### src/logic/oag_pkg.sv
/*
  Constants, modes and types for the operand address generator.
  Assumes nothing of its surroundings.
*/
package oag_pkg;
  localparam int ADDR_W = 16;
  localparam int BANK_COUNT = 4;
  localparam int REG_COUNT = 8;
  localparam logic [15:0] SHORT_LO = 16'hFE20;
  localparam logic [15:0] SHORT_HI = 16'hFF1F;
  localparam logic [7:0] SHORT_SPLIT = 8'h20;
  localparam logic [6:0] SHORT_TOP = 7'h7F;
  localparam logic [7:0] SFR_PAGE = 8'hFF;
  localparam logic [7:0] SFR_GAP_LO = 8'hD0;
  localparam logic [7:0] SFR_GAP_HI = 8'hDF;
  localparam logic [15:0] HSRAM_LO_DEF = 16'hFB00;
  localparam logic [15:0] HSRAM_HI_DEF = 16'hFEFF;
  localparam logic [1:0] PAIR_HL = 2'h3;
  localparam logic [2:0] REG_C = 3'h2;
  localparam logic [2:0] REG_B = 3'h3;

  typedef enum logic [3:0] {
    MODE_REG = 4'h0,
    MODE_DIRECT = 4'h1,
    MODE_SHORT = 4'h2,
    MODE_SFR = 4'h3,
    MODE_INDIRECT = 4'h4,
    MODE_BASED = 4'h5,
    MODE_INDEXED = 4'h6,
    MODE_STACK = 4'h7
  } mode_e;

  typedef enum logic [2:0] {
    ST_IDLE = 3'b001,
    ST_BUSY = 3'b010,
    ST_DONE = 3'b100
  } state_e;
endpackage : oag_pkg

### src/logic/bank_addr_if.sv
/*
  Carries a bank register location between generator and register-file map.
  Assumes one clock domain.
*/
`timescale 1ns/100ps
interface bank_addr_if;
  logic [1:0] bank;
  logic [2:0] reg_sel;
  logic wide;
  logic [15:0] loc;
  modport gen (output bank, output reg_sel, output wide, input loc);
  modport map (input bank, input reg_sel, input wide, output loc);
endinterface : bank_addr_if

### src/logic/bank_reg_map.sv
/*
  Maps a bank and a register number to the data-memory address of the register.
  Assumes four banks of eight bytes, bank 0 at the top of the space.
*/
`timescale 1ns/100ps
module bank_reg_map
  import oag_pkg::*;
#(
  parameter logic [15:0] BANK_BASE = 16'hFEE0
) (
  bank_addr_if.map bus
);
  logic [4:0] slot;
  // pairs sit on even addresses, regs low byte first
  always_comb begin
    slot = {~bus.bank, (bus.wide ? {bus.reg_sel[1:0], 1'b0} : bus.reg_sel)};
    bus.loc = BANK_BASE + {11'h000, slot};
  end
endmodule : bank_reg_map

### src/logic/operand_address_generator.sv
/*
  Operand effective-address generation for all data addressing modes.
  Assumes the core supplies decoded mode, immediates and register contents.
*/
// Summary of operation
// - a register field names one of eight byte registers or four pairs, by either name.
// - a 3-bit opcode field picks a byte register inside the active bank.
// - register mode uses the bank from the two bank-select flags; other modes only report it.
// - direct mode passes the 16-bit immediate unchanged as the address.
// - short direct maps an 8-bit immediate into the window FE20H to FF1FH.
// - short direct clears address bit 8 for 20H..FFH and sets it for 00H..1FH.
// - a word short direct operand must sit at an even address.
// - sfr mode forms FF00H plus the immediate, reaching FF00H..FFCFH and FFE0H..FFFFH.
// - FF00H..FF1FH decodes the same in short direct and sfr modes.
// - a word sfr operand names an even address and is accessed as one word.
// - indirect mode uses the pair contents as the address, reaching all memory.
// - based mode adds the zero-extended byte offset to the base pair, dropping the carry.
// - indexed mode adds the zero-extended index register to the base pair, dropping the carry.
// - stack accesses are addressed through the stack pointer.
// - stack addressing targets only the internal high-speed ram.
`timescale 1ns/100ps
module operand_address_generator
  import oag_pkg::*;
(
  input wire logic i_core_clk,
  input wire logic i_rst,
  input wire logic i_start,
  input wire logic [3:0] i_mode,
  input wire logic i_wide,
  input wire logic [2:0] i_reg_sel,
  input wire logic i_bank_select_low,
  input wire logic i_bank_select_high,
  input wire logic [15:0] i_imm16,
  input wire logic [7:0] i_imm8,
  input wire logic [15:0] i_pair_value,
  input wire logic [15:0] i_base_value,
  input wire logic [7:0] i_index_value,
  input wire logic [15:0] i_stack_pointer,
  output logic o_valid,
  output logic [15:0] o_addr,
  output logic o_wide,
  output logic o_is_register,
  output logic o_is_sfr,
  output logic [1:0] o_bank,
  output logic [2:0] o_reg_sel,
  output logic o_misaligned,
  output logic o_out_of_range
);
  typedef struct packed {
    state_e state;
    logic valid;
    logic [15:0] addr;
    logic wide;
    logic is_register;
    logic is_sfr;
    logic [1:0] bank;
    logic [2:0] reg_sel;
    logic misaligned;
    logic out_of_range;
  } regs_s;

  regs_s r;
  regs_s next_r;
  bank_addr_if map_bus();
  logic [1:0] bank;
  logic [15:0] short_addr;
  logic [15:0] sum_based;
  logic [15:0] sum_index;

  bank_reg_map u_map (
    .bus(map_bus)
  );

  assign bank = {i_bank_select_high, i_bank_select_low};
  assign map_bus.bank = bank;
  // pairs use the low two bits of the field
  assign map_bus.reg_sel = i_reg_sel;
  assign map_bus.wide = i_wide;
  assign short_addr = {SHORT_TOP, (i_imm8 < SHORT_SPLIT), i_imm8};
  assign sum_based = i_base_value + {8'h00, i_imm8};
  assign sum_index = i_base_value + {8'h00, i_index_value};

  always_comb begin
    next_r = r;
    next_r.valid = 1'b0;
    case (r.state)
      ST_IDLE: begin
        if (i_start) begin
          next_r.state = ST_DONE;
          next_r.valid = 1'b1;
          next_r.wide = i_wide;
          next_r.is_register = 1'b0;
          next_r.is_sfr = 1'b0;
          next_r.bank = bank;
          next_r.reg_sel = i_reg_sel;
          next_r.misaligned = 1'b0;
          next_r.out_of_range = 1'b0;
          case (mode_e'(i_mode))
            MODE_REG: begin
              next_r.is_register = 1'b1;
              next_r.addr = map_bus.loc;
            end
            MODE_DIRECT: begin
              next_r.addr = i_imm16;
            end
            MODE_SHORT: begin
              next_r.addr = short_addr;
              next_r.is_sfr = (short_addr[15:8] == SFR_PAGE);
              next_r.misaligned = i_wide & i_imm8[0];
            end
            MODE_SFR: begin
              next_r.addr = {SFR_PAGE, i_imm8};
              next_r.is_sfr = 1'b1;
              next_r.misaligned = i_wide & i_imm8[0];
              next_r.out_of_range = (i_imm8 >= SFR_GAP_LO) && (i_imm8 <= SFR_GAP_HI);
            end
            MODE_INDIRECT: begin
              next_r.addr = i_pair_value;
            end
            MODE_BASED: begin
              next_r.addr = sum_based;
            end
            MODE_INDEXED: begin
              next_r.addr = sum_index;
            end
            MODE_STACK: begin
              next_r.addr = i_stack_pointer;
              next_r.out_of_range = (i_stack_pointer < HSRAM_LO_DEF) || (i_stack_pointer > HSRAM_HI_DEF);
            end
            default: begin
              next_r.addr = i_imm16;
              next_r.out_of_range = 1'b1;
            end
          endcase
        end
      end
      ST_DONE: begin
        next_r.state = ST_IDLE;
      end
      default: begin
        next_r.state = ST_IDLE;
      end
    endcase
  end

  always_ff @(posedge i_core_clk or posedge i_rst) begin
    if (i_rst) begin
      r <= '{state: ST_IDLE, valid: 1'b0, addr: 16'h0000, wide: 1'b0, is_register: 1'b0,
             is_sfr: 1'b0, bank: 2'h0, reg_sel: 3'h0, misaligned: 1'b0, out_of_range: 1'b0};
    end else begin
      r <= next_r;
    end
  end

  assign o_valid = r.valid;
  assign o_addr = r.addr;
  assign o_wide = r.wide;
  assign o_is_register = r.is_register;
  assign o_is_sfr = r.is_sfr;
  assign o_bank = r.bank;
  assign o_reg_sel = r.reg_sel;
  assign o_misaligned = r.misaligned;
  assign o_out_of_range = r.out_of_range;
endmodule : operand_address_generator

### config.mk
export PLATFORM = sky130hd
export DESIGN_NAME = operand_address_generator
export DESIGN_NICKNAME = d
export VERILOG_FILES = /design/src/logic/oag_pkg.sv /design/src/logic/bank_addr_if.sv /design/src/logic/bank_reg_map.sv /design/src/logic/operand_address_generator.sv
export SDC_FILE = /design/constraint.sdc
export NUM_CORES = 1
export LEC_CHECK = 0
export BUFFER_PORTS_ARGS = -buffer_cell sky130_fd_sc_hd__buf_2
export CAP_MARGIN = 20
export CORE_ASPECT_RATIO = 0.9
export CORE_MARGIN = 3
export CORE_UTILIZATION = 48
export CTS_CLUSTER_SIZE = 20
export DETAILED_ROUTE_END_ITERATION = 8
export GPL_ROUTABILITY_DRIVEN = 0
export MAX_ROUTING_LAYER = met4
export PLACE_DENSITY = 0.83
export SYNTH_ARGS = -nofsm -noshare
export SYNTH_HDL_FRONTEND = slang
export SYNTH_SLANG_ARGS = --single-unit
export TNS_END_PERCENT = 30
### constraint.sdc
create_clock -name i_core_clk -period 2.1 [get_ports i_core_clk]
set_clock_uncertainty 0.2 [all_clocks]
set_input_delay 0.315 -clock i_core_clk [delete_from_list [all_inputs] [get_ports i_core_clk]]
set_output_delay 0.315 -clock i_core_clk [all_outputs]
set_load 0.05 [all_outputs]
# Yosys cells after proc, flatten, opt, wreduce, memory -nomap -nowiden
# Index checks and enable logic that the tools add are counted.
# op_classes
addsub,3
n_lt_le_gt_ge,5
n_eq_ne,9
mux,9
bitwise,2
reduce_logical,6
# op_table
op,count
one-hot mux 16 bit (7 select lines),1
adder 16 x 8 -> 16 bit,2
2-to-1 mux 30 bit,1
2-to-1 mux 27 bit,1
"equality test 4 x 3 -> 1 bit, second input constant",4
"greater-than comparator 16 bit, second input constant",1
"less-than comparator 16 bit, second input constant",1
"adder 10 x 6 -> 11 bit, first input constant",1
"equality test 4 x 2 -> 1 bit, second input constant",2
"greater-or-equal comparator 8 bit, second input constant",1
"less-or-equal comparator 8 bit, second input constant",1
"less-than comparator 8 x 6 -> 1 bit, second input constant",1
2-to-1 mux 3 bit,2
OR reduction 6 bit,1
"equality test 4 x 1 -> 1 bit, second input constant",1
zero test 4 bit,1
"equality test 3 x 1 -> 1 bit, second input constant",1
one-hot mux 1 bit (3 select lines),1
2-to-1 mux 1 bit,2
"inequality test 2 bit, second input constant",1
NOT 2 bit,1
one-hot mux 1 bit (2 select lines),1
AND reduction 2 bit,1
OR reduction 2 bit,1
3 further kinds,3
# word_totals
ff_bits,30
inputBits,93
out_inout_bits,27
elab_cells,44

# Longest topological paths before layout
# Gate-level depths: netlist (run 1).
# depth
depth_word,5
mapped_depth,13
ltp_nobuf,10

# Hierarchy
# From an unflattened synthesis (run 1), not the netlist that was laid out.
# unflattened
hier_cells,354
area_unflattened_um2,2742.6
# by_module_without_submodules
module,n_inst,cells_each,area_each_um2,seq_area_each_um2
operand_address_generator,1,336,2613.8,726.9
bank_reg_map,1,18,128.9,0.0

# Least setup slack after synthesis (run 1)
# No wires, ideal clock.
# synth_timing
path_kind,input to register
startpoint,in i_mode[0]
endpoint,reg r (netlist bit o_addr[4])
setup_time_ps,132
arrival_time_ps,2703
required_ps,1768
slack_ps,-935
path_stages,12
n_path_buf,2
cell_sequence,buf_2 > nor2b_1 > nor2b_1 > buf_2 > mux2_2 > ha_1 > fa_1 > nand3_1 > nand2_1 > xor2_1 > a2111oi_1 > o21ai_1
# synth_via
elab_chain_cells,2
word_cells_on_any_way,8
cone_classes,eq/ne: 6; mux: 1; reduce/logical: 1
# synth_lines
item,line,source
start: declaration,operand_address_generator.sv:28,"input wire logic [3:0] i_mode,"
equality test 4 x 3 -> 1 bit (tied with other cells),operand_address_generator.sv:98,case (mode_e'(i_mode))
one-hot mux 16 bit (7 select lines) *,operand_address_generator.sv:98,
end signal: assignment,operand_address_generator.sv:148,"r <= '{state: ST_IDLE, valid: 1'b0, addr: 16'h0000, wide: 1'b0, is_register: 1'b0,"
end signal: assignment,operand_address_generator.sv:151,r <= next_r;
end: declaration,operand_address_generator.sv:62,regs_s r;
# Every way passes the cells marked *; elsewhere a longest branch is shown, timed or not.
# A chain may end at the register's enable or synchronous reset.

# Worst setup path after layout (run 1)
# layout_timing
startpoint,in i_mode[2]
endpoint,reg r (netlist bit o_addr[9])
# The elaborated chain is that of the path after synthesis.

==> results of run 1 <==
## logic make-up (layout without fill, tap and decap cells)
logic type | Yosys count | after routing | synth area share [%]
xor+xnor | 8 | 8 | 2.65
flops | 29 | 29 | 27.5
buf+inv | 47 | 187 | 10.9
simple gates | 113 | 113 | 21.0
compound gates | 103 | 103 | 26.0
fa+ha+maj | 11 | 11 | 5.49
mux | 16 | 16 | 6.44
## power by group through the flow
stage,clock network (mW),registers [mW],logic [mW]
3_3_place_gp,0,0.742,1.15
3_5_place_dp,0,0.743,1.17
4_1_cts,0.527,0.737,1.24
5_1_grt,0.555,0.752,1.41
6_report,0.533,0.740,1.34
2_1_floorplan,0,0.773,0.892
## layout by cell type, fill, tap and decap left out, types with 3 or more instances in the layout
cell type  instances
o21ai_1            5
a221o_1            6
o21ai_0           20
inv_1              5
a21o_1             3
and3_1             6
xor2_1             6
o211ai_1           5
a211oi_1           3
nand3_1            8
nor2_1            16
ha_1               3
a21oi_1           17
a31oi_1            8
o2111ai_1          3
nor3_1            11
or3_1              7
dfrtp_1           28
clkbuf_8           7
mux2_4             7
mux2i_1            8
a21oi_2            3
buf_4             45
buf_6              9
nor2b_1            4
buf_2            116
ha_4               7
nand2_1           37
nand2b_1           6
## cell type report
class / instances / area share [%]
Sequential cell: 29 / 18.6
Clock inverter: 1 / 0.128
Timing Repair Buffer: 173 / 27.2
Multi-Input combinational cell: 251 / 49.0
Inverter: 6 / 0.575
Clock buffer: 7 / 2.46
Tap cell: 65 / 2.08
## cell usage after synthesis, types with 3 or more instances
cell	n	share of area [%]
a211oi_1	5	1.4
a221oi_1	4	1.3
and3_1	6	1.4
nor2_1	16	2.3
o21ai_1	6	1.1
buf_4	23	6.5
a21oi_1	22	4.2
o2111ai_1	3	0.99
a221o_1	6	2.3
o21ai_0	21	4.0
nand3_1	10	1.9
clkbuf_1	7	0.99
mux2_2	8	3.4
nand2_1	38	5.4
a31oi_1	8	1.9
mux2i_1	8	3.0
o211ai_1	5	1.4
nand2b_1	7	1.7
ha_1	10	4.7
nor2b_1	6	1.4
xor2_1	6	2.0
nor3_1	12	2.3
dfrtp_1	28	27
buf_2	7	1.3
a21o_1	3	0.85
or3_1	7	1.7
inv_1	5	0.71
## critical path, stage by stage
cell and delay, ns:
buf_6 0.07, nor2b_4 0.14, nor2b_4 0.15, buf_6 0.15, buf_4 0.12, mux2_4 0.31
ha_4 0.26, o211ai_1 0.21, buf_4 0.18, nor3_2 0.06, or3_1 0.36, a31oi_1 0.17
nor3_1 0.07
## routing by layer
layer	wire [um]	track usage (%)	share of wire, %
met3	965	6.38	9.6
met5	0	-	0
met1	3820	34.8	38
met2	4870	49.6	49
met4	348	8.84	3.5
## how the worst min path moves through the flow
stage | endpoint | slack [ns] | cells past startpoint
5_1_grt | o_bank[1] | 0.06 | 3
2_1_floorplan | o_addr[0] | 0.19 | 1
3_3_place_gp | o_reg_sel[2] | 0.20 | 3
3_5_place_dp | o_reg_sel[1] | 0.20 | 3
4_1_cts | o_reg_sel[1] | 0.05 | 3
6_report | o_reg_sel[2] | 0.05 | 3
## registers in the layout, summed over array words and instances, names as in the netlist
signal / cells
o_valid: 1
o_is_sfr: 1
o_out_of_range: 1
o_addr: 16
o_reg_sel: 3
o_is_register: 1
o_misaligned: 1
r: 2
o_bank: 2
o_wide: 1
## repair_timing
item                                    CTS  global route
pin swaps                                13            20
cloned                                    0             0
endpoints found under the setup margin   16            16
hold buffers                              1             0
endpoints found under the hold margin    28             0
buffers inserted                          5             6
resized for setup                        22            27
==> impl_metrics.ini, run 1 <==
[sta]
whs_ns = 0.0452
finalHoldViolCount = 0
setup_tns_ns = -5.89
maxSlewViolCount = 0
setup_ws_ns = -0.493
finalCritPeriodShare_pct = 123
fin_crit_ns = 2.59
rsz0062_at_grt = yes
setup_viol = 15
maxSlewHeadroom_pct = 74.1
fmax_ghz = 0.386
worst_pin_slew_ns = 0.389

[clocking]
clkLatencyLatePin_ns = 0.29
clk_path_buf_depth = 2
cts_root_buf = clkbuf_8
path_clk_slew_ns = 0.07
cts_buffers = 5
cts-htree-levels = 2
numClockSinks = 29
cts_tree = yes

[power_and_ir_drop]
p_seq_share_pct = 28.4
p_switching_mw = 1.17
pwr-share-comb_pct = 51.2
switching_share_pct = 44.7
p_total_mw = 2.61
p_leak_nw = 1.85
ir_drop_v = 0.000638
powerDensity_nw_per_um2 = 666
clockPowerShare_pct = 20.4
internal-power_mw = 1.44

[yosys]
synth_ff_type = dfrtp_1
syn-num-nets = 431
synth-edff-count = 0
syn_inst = 327
synth-seq-area-share_pct = 27.5
synthArstFlopShare_pct = 100
yosysWarnings = 0
ys_seq_elements = 29
yosysUniqueCellTypes = 56
syn_area_per_cell_um2 = 8.08
syn-cell-area_um2 = 2640

[layout]
n_antenna_cell = 0
areaGrowthSynthToFinish_pct = 48.2
drive_gt1_share_pct = 48.0
register_area_um2 = 727
n_fill_cell = 351
postLayoutCellArea_um2 = 3920
final_util_pct = 77.1
final_cells = 532
multi_input_area_um2 = 1920
nNetsFinal = 570

[worst_setup_path]
crit_start = i_mode[2]
rrSetupSlack_ns = 0.10
critPathMaxFanout = 7
required_ns = 2.08
worstSetupPathType = in -> reg
endpoint_kind = flop
cp.arrival_ns = 2.57
reg2reg_to = o_addr[8]
critPathLaunchType = input port
r2r_cells = 7
regToRegStartpoint = r[27]
critPathCapture = o_addr[9]

[place]
pre_cts_slack_ns = -0.775
dp_hpwl_um = 6970
dp.cells = 512
placed_cell_area_um2 = 3440
io_buffers = 119

[hold_path]
min_path_type = in -> reg
worstHoldStart = i_reg_sel[2]

[die]
die_h_um = 76.4
ios = 120
core_region_area_um2 = 5070
rows = 24
die_width_um = 84.2
initial_core_util_pct = 52.1
die_area_um2 = 6430

[run_status]
status = complete, but fails checks
failed_checks = negative setup slack

[drt]
drt_iter0_markers = 345
routedWlPerCell_um = 18.8
drc = 0
wl_um = 10000
via_per_inst = 6.14
vias = 3265
ant_nets = 0
firstDrtPassIters = 5

[grt]
grt_start_max_net_pins = 31
grt_pass1_wl_um = 14900
grt_pass1_vias = 3133
antenna_found_initial = 0
grt_usage_pct = 29.3
grt.overflow.total = 0

[flow_run]
max_cap_violations = 0
Note: power is estimated with default switching activity, not from simulation.
==> run 2: changes to the inputs <==
MAX_ROUTING_LAYER = not set   (was met4)
SKIP_LAST_GASP = 1   (was not set)
clock period = 2.9 ns   (was 2.1 ns; I/O delays follow)
==> run 2 against run 1 <==
Effect of this change:
- the run now ends clean
- global-route usage is 2.0 points lower
- via count is 8.3% lower
- design area is 14% lower
- sequential share of layout area is 3.1 points higher
- power is 35% lower
- register-to-register slack better by 0.66 ns
- sequential power is 28% lower
- cell count is 5.8% lower
- critical endpoint unchanged
==> impl_metrics.ini, run 2 (same netlist as run 1, synthesis figures left out) <==
[clocking]
cts-htree-levels = 2
post-cts-setup-buffer-count = 0
clkLatencyLatePin_ns = 0.29
path_clk_slew_ns = 0.07
cts_resized = 0
numClockSinks = 29
cts_tree = yes
cts_root_buf = clkbuf_8
ctsHoldBuffers = 0
cts_buffers = 5
clk_path_buf_depth = 2

[sta]
fmax_ghz = 0.358
maxSlewViolCount = 0
worst_pin_slew_ns = 0.639
setup_ws_ns = 0.109
finalCritPeriodShare_pct = 96.2
rsz0062_at_grt = no
maxSlewHeadroom_pct = 57.4
setup_viol = 0
finalHoldViolCount = 0
setup_tns_ns = 0
fin_crit_ns = 2.79

[drt]
drc = 0
wl_um = 8850
routedWlPerCell_um = 17.7
drt_iter0_markers = 255
firstDrtPassIters = 5
vias = 2995
via_per_inst = 5.98
ant_nets = 0

[layout]
layout_common_cells = 119 x buf_2, 38 x nand2_1, 28 x dfrtp_1, 23 x buf_4, 22 x a21oi_1
register_area_um2 = 727
multi_input_area_um2 = 1670
n_antenna_cell = 0
mostFrequentLayoutCell = buf_2
n_fill_cell = 442
areaGrowthSynthToFinish_pct = 26.8
nNetsFinal = 539
drive_gt1_share_pct = 39.2
largest_register_ff_count = 16
final_util_pct = 66.1

[worst_setup_path]
endpoint_kind = flop
worst_path_dominant_cell_family = simple AND/OR/NAND/NOR gates
required_ns = 2.87
path_cells = buf_2 > nand2b_1 > nor2b_1 > buf_4 > mux2_2 > ha_1 > a211oi_2 > nor3_1 > or3_1 > a31oi_1 > nor3_1
critPathLaunchType = input port
slowest_delay_ns = 0.38
critPathMaxFanout = 9
slowest_stage = mux2_2
cp.arrival_ns = 2.77
crit_top_cell = nor3_1
worst-path-buf-inv = 2
worstSetupPathType = in -> reg

[power_and_ir_drop]
powerDensity_nw_per_um2 = 509
ir_drop_v = 0.000316
p_leak_nw = 1.61

[die]
die_width_um = 84.2
die_area_um2 = 6430
ios = 120
initial_core_util_pct = 52.1
rows = 24
die_h_um = 76.4
core_region_area_um2 = 5070

[run_status]
status = finished clean

[hold_path]
min_path_type = in -> async

[grt]
grt_pass1_wl_um = 14200
grt_usage_pct = 27.3
grt_pass1_vias = 3017
grt_start_max_net_pins = 31
antenna_found_initial = 0
grt.overflow.total = 0

[place]
io_buffers = 119
dp_hpwl_um = 6870
pre_cts_slack_ns = -0.139

[flow_run]
max_cap_violations = 0
==> run 2: cell types whose count changed in the layout (fill, tap and decap cells not counted), sizes merged <==
cell | before | now
dlygate4sd3 | 1 | 0
buf | 172 | 142
clkbuf | 7 | 5
clkinv | 1 | 2
clkinvlp | 0 | 1
==> run 2: layer usage <==
layer,part of all wire (%),vias up,track usage [%]
met2,48,182,45.3
met4,2.9,0,11.9
li1,-,1399,-
met5,0,-,0
met1,40,1389,33.9
met3,10,25,5.84
==> run 2: area by class of cell <==
class	instances	share of cell area [%]
tap	65	2.43
clock inverter	3	0.523
sequential	29	21.7
timing repair buffer	142	22.9
clock buffer	5	2.05
multi-input combinational	251	49.7
inverter	6	0.672
==> run 2: power breakdown <==
| part | internal [mW] | total [mW] | leakage (nW) | switching (mW) |
|---|---|---|---|---|
| Combinational | 0.261 | 0.832 | 1.23 | 0.571 |
| Sequential | 0.486 | 0.530 | 0.340 | 0.0440 |
| Clock | 0.165 | 0.343 | 0.0439 | 0.177 |
==> run 2: final timing paths <==
path / cells past startpoint / start / endpoint / slack, ns
min in group i_core_clk: 3 / i_reg_sel[2] / o_reg_sel[2] / 0.16
setup / recovery: 11 / i_mode[3] / o_addr[9] / 0.11
max in group asynchronous: 3 / i_rst / r[27] / 2.17
hold reg to reg: 2 / o_misaligned / o_misaligned / 0.27
setup reg to reg: 5 / r[27] / o_addr[3] / 0.76
hold / removal: 3 / i_rst / o_bank[0] / 0.02
==> run 2: worst min-delay path, delay by kind of cell <==
kind,cells,cell delay (ns)
buffers and inverters,3,0.49
==> run 2: stage by stage <==
| step | power (mW) | cell area [um2] | std cells | hold slack, ns |
|---|---|---|---|---|
| after floorplan | 1.20 | 2690 | 327 | 0.247 |
| after global placement | 1.35 | 3270 | 493 | 0.253 |
| after detailed placement | 1.36 | 3270 | 493 | 0.251 |
| after CTS | 1.70 | 3350 | 501 | 0.0292 |
| after global routing | 1.79 | 3350 | 501 | 0.0423 |
| final | 1.71 | 3350 | 501 | 0.0156 |
